==> config.mk <==
export PLATFORM = sky130hd
export DESIGN_NAME = ascs_top
export DESIGN_NICKNAME = d
export VERILOG_FILES = /design/src/design/ascs_pkg.sv /design/src/design/ascs_top.sv
export SDC_FILE = /design/constraint.sdc
export NUM_CORES = 1
export LEC_CHECK = 0
export ABC_AREA = 1
export BUFFER_PORTS_ARGS = -buffer_cell sky130_fd_sc_hd__buf_4
export CORE_MARGIN = 4
export CORE_UTILIZATION = 49
export CTS_BUF_LIST = sky130_fd_sc_hd__clkbuf_16
export CTS_CLUSTER_SIZE = 25
export DETAILED_ROUTE_END_ITERATION = 8
export PLACE_DENSITY = 0.77
export SKIP_LAST_GASP = 1
export SLEW_MARGIN = 15
export SYNTH_ARGS = -nofsm -noshare
export SYNTH_HDL_FRONTEND = slang
export SYNTH_SLANG_ARGS = --single-unit
==> constraint.sdc <==
create_clock -name pclk -period 1.5 [get_ports pclk]
set_clock_uncertainty 0.1 [all_clocks]
set_input_delay 0.075 -clock pclk [delete_from_list [all_inputs] [get_ports pclk]]
set_output_delay 0.075 -clock pclk [all_outputs]
set_load 0.02 [all_outputs]
==> src/design/ascs_pkg.sv <==
// Package for the start-up configuration block: register map, fields, resets, timing.
// Assumes an APB slave with 32-bit data and a single 40 MHz clock.
package ascs_pkg;
    // ==========================================================
    // Register byte offsets
    localparam logic [11:0] ADDR_RESET = 12'h000;
    localparam logic [11:0] ADDR_CTRL = 12'h004;
    localparam logic [11:0] ADDR_LINK_CFG = 12'h008;
    localparam logic [11:0] ADDR_CAL_CFG = 12'h00C;
    localparam logic [11:0] ADDR_TRIG = 12'h010;
    localparam logic [11:0] ADDR_STATUS = 12'h014;
    localparam logic [11:0] ADDR_TAP_CENTER = 12'h018;
    localparam logic [11:0] ADDR_TAP_NINE = 12'h01C;
    // ==========================================================
    // Field positions and widths
    localparam int CTRL_LINK_EN_BIT = 0;
    localparam int CTRL_CAL_EN_BIT = 1;
    localparam int CTRL_OVERRANGE_ENABLE_BIT = 2;
    localparam int LINK_MODE_LSB = 0;
    localparam int LINK_MODE_W = 5;
    localparam int KM1_LSB = 8;
    localparam int KM1_W = 8;
    localparam int SYNC_SEL_BIT = 16;
    localparam int CAL_BG_BIT = 0;
    localparam int CAL_OFS_BIT = 1;
    localparam int TAP_W = 12;
    localparam int TAP_CENTER_W = 18;
    // ==========================================================
    // Reset values and timing
    localparam logic [LINK_MODE_W-1:0] LINK_MODE_RST = 5'h00;
    localparam logic [KM1_W-1:0] KM1_RST = 8'h1F;
    localparam logic [TAP_W-1:0] TAP_RST = 12'h000;
    localparam logic [TAP_CENTER_W-1:0] TAP_CENTER_RST = 18'h00000;
    localparam int CLK_MHZ = 40;
    localparam int SOFT_RESET_NS = 1000;
    localparam int SOFT_RESET_CYC = (SOFT_RESET_NS * CLK_MHZ + 999) / 1000;
    localparam int CAL_RUN_CYC = 64;
    localparam int CNT_W = 8;

    typedef enum logic [1:0] {LNK_HALT, LNK_WAIT_SYNC, LNK_DATA} ascs_link_t;
    typedef enum logic [1:0] {CAL_HALT, CAL_IDLE, CAL_RUN} ascs_cal_t;

    // Settings that travel together to the datapath
    typedef struct packed {
        logic [LINK_MODE_W-1:0] link_mode;
        logic [KM1_W-1:0] km1;
        logic sync_sel;
        logic cal_bg;
        logic cal_ofs;
        logic overrange_enable;
    } ascs_cfg_t;

    typedef struct packed {
        logic link_en;
        logic cal_en;
        logic trig;
        ascs_cfg_t cfg;
        logic [TAP_W-1:0] tap_nine;
        logic [TAP_CENTER_W-1:0] tap_center;
        ascs_link_t link_st;
        ascs_cal_t cal_st;
        logic [CNT_W-1:0] cal_cnt;
        logic [CNT_W-1:0] rst_cnt;
        logic cal_done;
        logic link_run;
        logic link_data;
        logic cal_run;
        logic [2:0] sync_sh;
        logic sync_req;
        logic pready;
        logic [31:0] prdata;
        logic pslverr;
    } ascs_state_t;
endpackage : ascs_pkg

==> src/design/ascs_top.sv <==
// Configuration and start-up sequencing registers with link and calibration engines.
// Assumes an APB master on pclk and a receiver sync request arriving asynchronously.
`timescale 1ns/1ps
module ascs_top (
    // APB slave
    input wire logic pclk,
    input wire logic presetn,
    input wire logic psel,
    input wire logic penable,
    input wire logic pwrite,
    input wire logic [11:0] paddr,
    input wire logic [31:0] pwdata,
    output logic pready,
    output logic [31:0] prdata,
    output logic pslverr,
    // Receiver sync request, active low
    input wire logic sync_req_n,
    // Engine state and settings toward the datapath
    output logic link_running,
    output logic link_data_valid,
    output logic cal_running,
    output ascs_pkg::ascs_cfg_t cfg_out,
    output logic [ascs_pkg::TAP_W-1:0] tap_nine_out,
    output logic [ascs_pkg::TAP_CENTER_W-1:0] tap_center_out
);
    ascs_pkg::ascs_state_t q, d;
    logic wr, rd;

    // ==========================================================
    // Bus decode; one wait state in each access phase
    assign wr = psel && penable && pwrite && !q.pready;
    assign rd = psel && penable && !pwrite && !q.pready;

    // ==========================================================
    // Next-state logic
    // Both engines read only registered enables, so a write that clears an
    // enable halts its engine on the following cycle, never mid-decode.
    // Settings are held in flops and not gated by the enables: the host is
    // trusted to change them only while the matching engine is stopped.
    always_comb begin
        d = q;
        d.pready = psel && penable && !q.pready;
        d.pslverr = 1'b0;
        d.sync_sh = {q.sync_sh[1:0], ~sync_req_n};
        // Second and third stage agree before the level is believed
        if (q.sync_sh[2] == q.sync_sh[1]) begin
            d.sync_req = q.sync_sh[2];
        end
        if (q.rst_cnt != '0) begin
            d.rst_cnt = q.rst_cnt - 1'b1;
        end
        if (wr) begin
            case (paddr)
                ascs_pkg::ADDR_RESET: begin
                    // Soft reset back to defaults, host then waits
                    if (pwdata[0]) begin
                        d.link_en = 1'b0;
                        d.cal_en = 1'b0;
                        d.trig = 1'b0;
                        d.cfg = '{ascs_pkg::LINK_MODE_RST, ascs_pkg::KM1_RST, 1'b0, 1'b0, 1'b0,
                                  1'b0};
                        d.tap_nine = ascs_pkg::TAP_RST;
                        d.tap_center = ascs_pkg::TAP_CENTER_RST;
                        d.rst_cnt = CNT_W_ONE(ascs_pkg::SOFT_RESET_CYC);
                    end
                end
                ascs_pkg::ADDR_CTRL: begin
                    d.link_en = pwdata[ascs_pkg::CTRL_LINK_EN_BIT];
                    d.cal_en = pwdata[ascs_pkg::CTRL_CAL_EN_BIT];
                    d.cfg.overrange_enable = pwdata[ascs_pkg::CTRL_OVERRANGE_ENABLE_BIT];
                end
                ascs_pkg::ADDR_LINK_CFG: begin
                    // Stored only; reaches cfg_out on the next cycle, the link engine never reads it
                    d.cfg.link_mode = pwdata[ascs_pkg::LINK_MODE_LSB +: ascs_pkg::LINK_MODE_W];
                    d.cfg.km1 = pwdata[ascs_pkg::KM1_LSB +: ascs_pkg::KM1_W];
                    d.cfg.sync_sel = pwdata[ascs_pkg::SYNC_SEL_BIT];
                end
                ascs_pkg::ADDR_CAL_CFG: begin
                    d.cfg.cal_bg = pwdata[ascs_pkg::CAL_BG_BIT];
                    d.cfg.cal_ofs = pwdata[ascs_pkg::CAL_OFS_BIT];
                end
                ascs_pkg::ADDR_TRIG: begin
                    d.trig = pwdata[0];
                end
                ascs_pkg::ADDR_TAP_CENTER: begin
                    d.tap_center = pwdata[ascs_pkg::TAP_CENTER_W-1:0];
                end
                ascs_pkg::ADDR_TAP_NINE: begin
                    d.tap_nine = pwdata[ascs_pkg::TAP_W-1:0];
                end
                default: begin
                    d.pslverr = 1'b1;
                end
            endcase
        end
        // Link engine; disabled means halted in every state
        case (q.link_st)
            ascs_pkg::LNK_HALT: begin
                if (q.link_en) begin
                    d.link_st = ascs_pkg::LNK_WAIT_SYNC;
                end
            end
            ascs_pkg::LNK_WAIT_SYNC: begin
                if (q.sync_req == 1'b0) begin
                    d.link_st = ascs_pkg::LNK_DATA;
                end
            end
            ascs_pkg::LNK_DATA: begin
                // Receiver asserting sync again forces realignment
                if (q.sync_req) begin
                    d.link_st = ascs_pkg::LNK_WAIT_SYNC;
                end
            end
            default: begin
                d.link_st = ascs_pkg::LNK_HALT;
            end
        endcase
        if (!q.link_en) begin
            d.link_st = ascs_pkg::LNK_HALT;
        end
        // Calibration engine; rising trigger starts a run
        case (q.cal_st)
            ascs_pkg::CAL_HALT: begin
                if (q.cal_en) begin
                    d.cal_st = ascs_pkg::CAL_IDLE;
                end
            end
            ascs_pkg::CAL_IDLE: begin
                if (d.trig && !q.trig) begin
                    d.cal_st = ascs_pkg::CAL_RUN;
                    d.cal_cnt = CNT_W_ONE(ascs_pkg::CAL_RUN_CYC);
                    d.cal_done = 1'b0;
                end
            end
            ascs_pkg::CAL_RUN: begin
                if (q.cal_cnt == CNT_W_ONE(1)) begin
                    d.cal_st = ascs_pkg::CAL_IDLE;
                    d.cal_done = 1'b1;
                end
                d.cal_cnt = q.cal_cnt - 1'b1;
            end
            default: begin
                d.cal_st = ascs_pkg::CAL_HALT;
            end
        endcase
        if (!q.cal_en) begin
            d.cal_st = ascs_pkg::CAL_HALT;
        end
        // Engine status decoded from the next state so the pins come from flops
        d.link_run = d.link_st != ascs_pkg::LNK_HALT;
        d.link_data = d.link_st == ascs_pkg::LNK_DATA;
        d.cal_run = d.cal_st == ascs_pkg::CAL_RUN;
        // Read path; reserved bits read zero
        if (rd) begin
            case (paddr)
                ascs_pkg::ADDR_RESET: d.prdata = {31'h0, q.rst_cnt != '0};
                ascs_pkg::ADDR_CTRL: d.prdata = {29'h0, q.cfg.overrange_enable, q.cal_en, q.link_en};
                ascs_pkg::ADDR_LINK_CFG: d.prdata = {15'h0, q.cfg.sync_sel, q.cfg.km1,
                                                     3'h0, q.cfg.link_mode};
                ascs_pkg::ADDR_CAL_CFG: d.prdata = {30'h0, q.cfg.cal_ofs, q.cfg.cal_bg};
                ascs_pkg::ADDR_TRIG: d.prdata = {31'h0, q.trig};
                ascs_pkg::ADDR_STATUS: d.prdata = {26'h0, q.cal_done, q.sync_req,
                                                   q.cal_st, q.link_st};
                ascs_pkg::ADDR_TAP_CENTER: d.prdata = {14'h0, q.tap_center};
                ascs_pkg::ADDR_TAP_NINE: d.prdata = {20'h0, q.tap_nine};
                default: begin
                    d.prdata = 32'h0000_0000;
                    d.pslverr = 1'b1;
                end
            endcase
        end
    end

    // Narrow an integer count to the counter width
    function automatic logic [ascs_pkg::CNT_W-1:0] CNT_W_ONE(input int n);
        CNT_W_ONE = n[ascs_pkg::CNT_W-1:0];
    endfunction : CNT_W_ONE

    // ==========================================================
    // State register; reset loads constants only
    always_ff @(posedge pclk or negedge presetn) begin
        if (!presetn) begin
            q <= '0;
            q.cfg.km1 <= ascs_pkg::KM1_RST;
            q.link_st <= ascs_pkg::LNK_HALT;
            q.cal_st <= ascs_pkg::CAL_HALT;
        end else begin
            q <= d;
        end
    end

    // Outputs straight from flip-flops
    assign pready = q.pready;
    assign prdata = q.prdata;
    assign pslverr = q.pslverr;
    assign link_running = q.link_run;
    assign link_data_valid = q.link_data;
    assign cal_running = q.cal_run;
    assign cfg_out = q.cfg;
    assign tap_nine_out = q.tap_nine;
    assign tap_center_out = q.tap_center;
endmodule : ascs_top

==> impl_metrics.json, run 1 <==
{
  "htree_levels": 3,
  "min_period_ps": 1557,
  "place_ws_ps": -104.9,
  "fp.dieW_um": 112.9,
  "crit_slowest_cell": "dfrtp_2",
  "hp-class": "primary input to register",
  "rr_worst_depth": 7,
  "path_buf_inv": 2,
  "violations": "setup timing",
  "rows": 38,
  "core-area_um2": 10790,
  "path_cells": "inv_2, nand3_4, nor2_4, buf_4, nand3_2, nand2_1, o21ai_0",
  "wire_per_inst_um": 15.39,
  "dp_hpwl_um": 10280,
  "cp.depth": 7,
  "fmax_ghz": 0.6423,
  "final_layout_size_suffix_gt1_share_pct": 29.27,
  "clkLatencyLatePin_ps": 340,
  "fillers": 878,
  "place_inst": 889,
  "avgSynthCellArea_um2": 7.823,
  "p_leak_nw": 3.756,
  "crit_required_ps": 1620,
  "peakVddDrop_mv": 0.5276,
  "fin_ws_ps": -56.86,
  "critPathKind": "register to register",
  "finalSetupViolCount": 43,
  "hold_viol_final": 0,
  "worstHoldStart": "psel",
  "io_pins": 134,
  "grtUsageTotal_pct": 22.15,
  "yosys-top-cells-area": "dfrtp_1, nand2_1, buf_4, nand3_1, inv_1",
  "synth_cells": 689,
  "whs_path_depth": 4,
  "drt-met1-wl_um": 6200,
  "hold_path_end": "pready$_DFF_PN0_",
  "dpl_cell_area_um2": 6042,
  "grt_pass1_vias": 4623,
  "numClockSinks": 98,
  "dr.pass1.iters": 5,
  "maxCapViolCount": 0,
  "clockBufferDepth": 2,
  "status": "finished, violations left",
  "path_clk_slew_ps": 70,
  "max_stage_delay_ps": 410,
  "route.detailed.drc": 0,
  "syn_area_um2": 5390,
  "drtIter0Drc": 378,
  "ys_ff_latch": 98,
  "arrival_ps": 1680,
  "die_y_um": 112.9,
  "gp_congestion": 0.9339,
  "drv_slew": 0,
  "start_util_pct": 49.94,
  "pwr-share-clk_pct": 35.0,
  "synth.top_cell.area_share_pct": 43.18,
  "p_int_w": 0.004391,
  "endpoint_kind": "register",
  "io_buffers": 105,
  "syn_to_final_growth_pct": 26.42,
  "r2r-end": "tap_nine_out[0]$_DFFE_PN0P_",
  "synth_warnings": 0,
  "p_per_area_nw_per_um2": 880.1,
  "ys_seq_area_share_pct": 45.61,
  "met2_length_um": 6929,
  "period_share_pct": 103.8,
  "pwr-share-comb_pct": 17.2,
  "rsz0062_at_grt": "true",
  "cts_tree": "built",
  "numCtsBuffers": 9,
  "grt_pass1_wl_um": 22630,
  "grt_max_degree": 45,
  "wirelength_um": 14510,
  "dieArea_um2": 12740,
  "grt.overflow.total": 0,
  "antenna_found_initial": 0,
  "fin_nets": 852,
  "crit-reg2reg-launch": "pready$_DFF_PN0_",
  "cts_root_buf": "clkbuf_16",
  "antenna_cells": 0,
  "route.met3.wl_um": 987,
  "postLayoutCellArea_um2": 6814,
  "top_layer_used": "met4",
  "seqPwrFrac_pct": 47.7,
  "routed_via_density": 4.998,
  "final_antenna_net_count": 0,
  "yosys.area.top_type": "dfrtp_1",
  "setup_tns_ps": -1073,
  "synth.distinct_cells": 36,
  "cp-start-kind": "register",
  "crit_family": "simple AND/OR/NAND/NOR gates",
  "vias": 4713,
  "finalNonFillerCells": 943,
  "critPathMaxFanout": 12,
  "sw_frac_of_total_pct": 26.79,
  "switching_power_w": 0.001607,
  "worst-r2r-setup-slack_ps": -60
}
-- cells by family (layout without fill, tap and decap cells) --
group	count (synthesis)	count (layout)	synth area share, %
and+or+nand+nor	404	405	32.47
buffers and inverters	140	240	15.97
DFF	98	98	45.61
AOI/OAI and AO/OA	34	34	3.621
xor gates and xnor gates	7	7	1.137
adders and majority gates	5	5	1.114
other	1	14	0.06957
-- tightest hold or removal path: stages --
cell	delay (ps)
buf_4	120
nand3_4	90
buf_4	120
inv_1	50
-- how the worst max path moves through the flow --
stage,start,endpoint
2_1_floorplan,pready$_DFF_PN0_,q[51]$_DFFE_PN0P_
3_3_place_gp,pready$_DFF_PN0_,q[51]$_DFFE_PN0P_
3_5_place_dp,pready$_DFF_PN0_,tap_center_out[17]$_DFFE_PN0P_
4_1_cts,pready$_DFF_PN0_,q[54]$_DFFE_PN0P_
5_1_grt,q[51]$_DFFE_PN0P_,q[56]$_DFFE_PN0P_
6_report,pready$_DFF_PN0_,tap_nine_out[0]$_DFFE_PN0P_
-- layout make-up --
| cell class | count | area (µm²) | area share (%) |
|---|---|---|---|
| multi-input combinational | 465 | 2263 | 33.22 |
| sequential | 98 | 2460 | 36.10 |
| timing repair inverter | 1 | 6.256 | 0.09181 |
| tap | 140 | 175.2 | 2.571 |
| inverter | 51 | 197.7 | 2.901 |
| clock buffer | 9 | 225.2 | 3.305 |
| timing repair buffer | 172 | 1441 | 21.15 |
| clock inverter | 7 | 45.04 | 0.6610 |
-- sequential cells by signal, summed over array words and instances (netlist names) --
register,flops
cal_running,1
tap_nine_out,12
link_running,1
link_data_valid,1
pslverr,1
pready,1
d,2
q,26
tap_center_out,18
prdata,18
cfg_out,17
-- metal layers --
metal / vias to the layer above / track usage (%)
met3: 32 / 3.583
met2: 198 / 34.24
met5: - / 0
met4: 0 / 9.535
li1: 2266 / -
met1: 2217 / 31.00
-- power by group through the flow --
stage	combinational, W	clock (W)	sequential [W]
finish	0.00103	0.00210	0.00286
global route	0.00115	0.00225	0.00287
CTS	0.000890	0.00215	0.00285
detailed placement	0.000807	0	0.00289
global placement	0.000774	0	0.00288
floorplan	0.000468	0	0.00288
-- synth_stat cells --
cell	count
inv_1	46
o21ai_0	18
nand3_4	2
buf_6	3
xor2_1	4
a21oi_1	6
inv_2	2
nor2_2	9
dfstp_2	5
nand2_1	285
xnor2_1	3
o21ai_1	5
o21ai_4	1
nand3_2	3
conb_1	1
clkbuf_1	1
o21ai_2	2
nand2_4	5
ha_1	4
maj3_1	1
nand2_2	5
a31o_2	1
nor3b_1	1
buf_2	3
buf_4	82
clkinv_1	2
nor3_1	5
nand3_1	40
nand4_1	5
nor2_8	1
nor2_4	3
clkinv_2	1
a211oi_1	1
nand3b_1	1
nor2_1	39
dfrtp_1	93
-- cells in the final DEF (no fill, tap or decap), types with 2 or more instances in the layout --
cell / n
nor3_2: 3
clkinvlp_4: 2
nor2_4: 7
conb_1: 14
dlygate4sd3_1: 22
nor2_1: 36
nand2_1: 279
buf_4: 141
o21ai_0: 17
o21ai_1: 4
nand3_2: 4
o21ai_2: 4
nor3_1: 2
buf_6: 2
buf_12: 5
xnor2_1: 3
nor2_2: 8
xor2_1: 4
ha_4: 2
nand3_4: 4
nand2_2: 11
clkinv_4: 2
dfstp_2: 5
nand2_4: 5
nand4_1: 5
inv_2: 8
clkinv_2: 2
clkinv_1: 3
clkbuf_16: 10
dfrtp_1: 92
inv_1: 40
nand3_1: 38
a21oi_1: 6
-- repair_timing --
| item | in CTS | in global routing |
|---|---|---|
| pin swaps | 6 | 12 |
| endpoints found under the setup margin | 80 | 81 |
| endpoints found under the hold margin | 142 | 0 |
| cloned | 0 | 3 |
| hold buffers | 22 | 0 |
| setup buffers | 6 | 7 |
| resized for setup | 10 | 24 |
-- stage by stage --
step,hold slack [ps],total power (W),util [%]
3_5_place_dp,-95.01,0.003695,55.98
5_1_grt,52.94,0.006281,63.13
6_report,40.70,0.005997,63.13
2_1_floorplan,-320.6,0.003347,-
4_1_cts,15.86,0.005884,61.33
3_3_place_gp,-94.11,0.003658,55.98
Note: power is estimated with default switching activity, not from simulation.
==> run 2, diff against run 1 <==
Settings changed: CELL_PAD_IN_SITES_DETAIL_PLACEMENT set to 0, CELL_PAD_IN_SITES_GLOBAL_PLACEMENT set to 2, CORE_UTILIZATION 49 to 27, PLACE_DENSITY 0.77 to not set, PLACE_DENSITY_LB_ADDON set to 0.1.
==> run 2 against run 1 <==
The flow still finishes with violations (setup timing). Critical path depth is 2 higher. Wire length is 15% higher. Flip-flop and latch count stayed put. Critical endpoint is now cfg_out[3]$_DFFE_PN0P_.
==> impl_metrics.json, run 2 (synthesis results as in run 1) <==
{
  "status": "finished, violations left",
  "violations": "setup timing",
  "path_cells": "inv_2, nand3_4, nor2_4, o21ai_4, buf_6, nor2_4, buf_12, nand2_2, nand2_1",
  "p_leak_nw": 3.967,
  "peakVddDrop_mv": 0.7037,
  "multi_input_area_um2": 2317,
  "total_power_w": 0.006618,
  "final_layout_size_suffix_gt1_share_pct": 32.97,
  "drtIter0Drc": 194,
  "p_int_w": 0.004926,
  "start_util_pct": 27.60,
  "cp_common_cell": "nor2_4",
  "vias": 4558,
  "met1_usage_pct": 23.21,
  "seqPwrFrac_pct": 43.1,
  "final_common_cell": "nand2_1",
  "p_per_area_nw_per_um2": 906.2,
  "numClockSinks": 98,
  "cp-start-kind": "register",
  "max_stage_delay_ps": 410,
  "antenna_cells": 0,
  "grtUsageMet3_pct": 2.887,
  "grt_max_degree": 45,
  "dieArea_um2": 22290,
  "clockBufferDepth": 2,
  "path_buf_inv": 3,
  "gp_congestion": 0.7780,
  "seq_area_um2": 2460,
  "finalSetupViolCount": 55,
  "critPathKind": "register to register",
  "fin_ws_ps": -78.80,
  "most-common-layout-cells": "nand2_1, buf_4, dfrtp_1, inv_1, nand3_1",
  "grtUsageTotal_pct": 15.37,
  "core-area_um2": 19530,
  "cts_tree": "built",
  "crit_family": "simple AND/OR/NAND/NOR gates",
  "wirelength_um": 16640,
  "io_pins": 134,
  "crit_required_ps": 1690,
  "fp.dieW_um": 149.3,
  "route.detailed.drc": 0,
  "period_share_pct": 105.3,
  "dr.pass1.iters": 4,
  "fin_nets": 874,
  "rows": 51,
  "dp_hpwl_um": 12630,
  "maxCapViolCount": 0,
  "antenna_found_initial": 0,
  "path_clk_slew_ps": 70,
  "endpoint_kind": "register",
  "use_met2_pct": 23.20,
  "place_ws_ps": -196.0,
  "fillers": 2088,
  "clkLatencyLatePin_ps": 350,
  "critPathMaxFanout": 6,
  "syn_to_final_growth_pct": 35.49,
  "drv_slew": 0,
  "hp-class": "primary input to register",
  "wire_per_inst_um": 15.26,
  "htree_levels": 3,
  "sw_frac_of_total_pct": 25.57,
  "pwr-share-comb_pct": 16.1,
  "min_period_ps": 1579,
  "arrival_ps": 1770,
  "crit_slowest_cell": "dfrtp_2",
  "pwr-share-clk_pct": 40.8,
  "cts_root_buf": "clkbuf_16",
  "grt-busiest-layer": "met1",
  "grt_pass1_vias": 4712,
  "fmax_ghz": 0.6334,
  "grt.overflow.total": 0,
  "largest-register": "q",
  "grt_pass1_wl_um": 26630,
  "rsz0062_at_grt": "true",
  "die_y_um": 149.3,
  "largest_reg_flops": 26,
  "io_buffers": 105,
  "hold_viol_final": 0,
  "numCtsBuffers": 9,
  "routed_via_density": 4.182,
  "final_antenna_net_count": 0,
  "switching_power_w": 0.001692
}
-- run 2: cell count changes in the layout (fill, tap and decap cells not counted), moves of 3 or more --
cell,delta
nand2_2,+3
bufinv_16,+3
nand2_4,+3
o21ai_1,+4
buf_4,+21
buf_12,+4
nand2_1,-6
o21ai_0,-7
o21ai_2,+3
-- run 2: metrics by stage --
step | hold slack [ps] | instances | TNS (ps) | util (%) | cell area [µm²]
final | 27.56 | 1090 | -2080 | 37.40 | 7303
after global routing | 40.47 | 1090 | -8001 | 37.40 | 7303
after CTS | 26.46 | 1086 | -1183 | 36.67 | 7159
after detailed placement | -41.45 | 1045 | -7191 | 33.26 | 6494
after global placement | -40.85 | 1045 | -5897 | 33.26 | 6494
after floorplan | -320.6 | 702 | -2597 | - | 5483
-- run 2: cell type report --
cell class | instances | area share, %
multi-input combinational | 464 | 31.73
clock buffer | 9 | 3.084
timing repair buffer | 196 | 22.61
tap | 265 | 4.540
clock inverter | 7 | 1.610
sequential | 98 | 33.68
inverter | 51 | 2.741
-- run 2: path summary, 6_finish.rpt --
check,endpoint,slack (ps),depth (start not counted),from
min reg2reg,d[37]$_DFF_PN0_,250,0,d[36]$_DFF_PN0_
min in group asynchronous,prdata[0]$_DFFE_PN0P_,110,2,presetn
min,cfg_out[2]$_DFFE_PN0P_,30,3,pwdata[0]
max in group asynchronous,pready$_DFF_PN0_,570,3,presetn
max,cfg_out[3]$_DFFE_PN0P_,-80,9,pready$_DFF_PN0_
max reg2reg,cfg_out[3]$_DFFE_PN0P_,-80,9,pready$_DFF_PN0_
-- run 2: repair_timing --
action / in CTS / in global routing
endpoints found under the hold margin: 140 / 0
resized for setup: 21 / 38
cloned: 0 / 0
endpoints found under the setup margin: 65 / 70
pin swaps: 13 / 21
buffers inserted: 4 / 5
hold buffers: 21 / 0
-- run 2: worst reg2reg max path, cell delays in order, from the launching register on --
cell and delay (ps):
dfrtp_2 410, inv_2 60, nand3_4 80, nor2_4 210
o21ai_4 140, buf_6 140, nor2_4 130, buf_12 150
nand2_2 50, nand2_1 50
-- run 2: metal layers --
metal | vias to the layer above | share of wire, %
li1 | 2304 | -
met1 | 2151 | 50
met2 | 101 | 45
met3 | 2 | 4.7
met4 | 0 | 0.25
met5 | - | 0
-- run 2: power groups by stage --
stage	registers [W]	clock network, W	logic (W)
after floorplan	0.00288	0	0.000468
after global placement	0.00287	0	0.000881
after detailed placement	0.00288	0	0.000887
after CTS	0.00285	0.00282	0.00101
after global routing	0.00287	0.00291	0.00119
final	0.00285	0.00270	0.00107
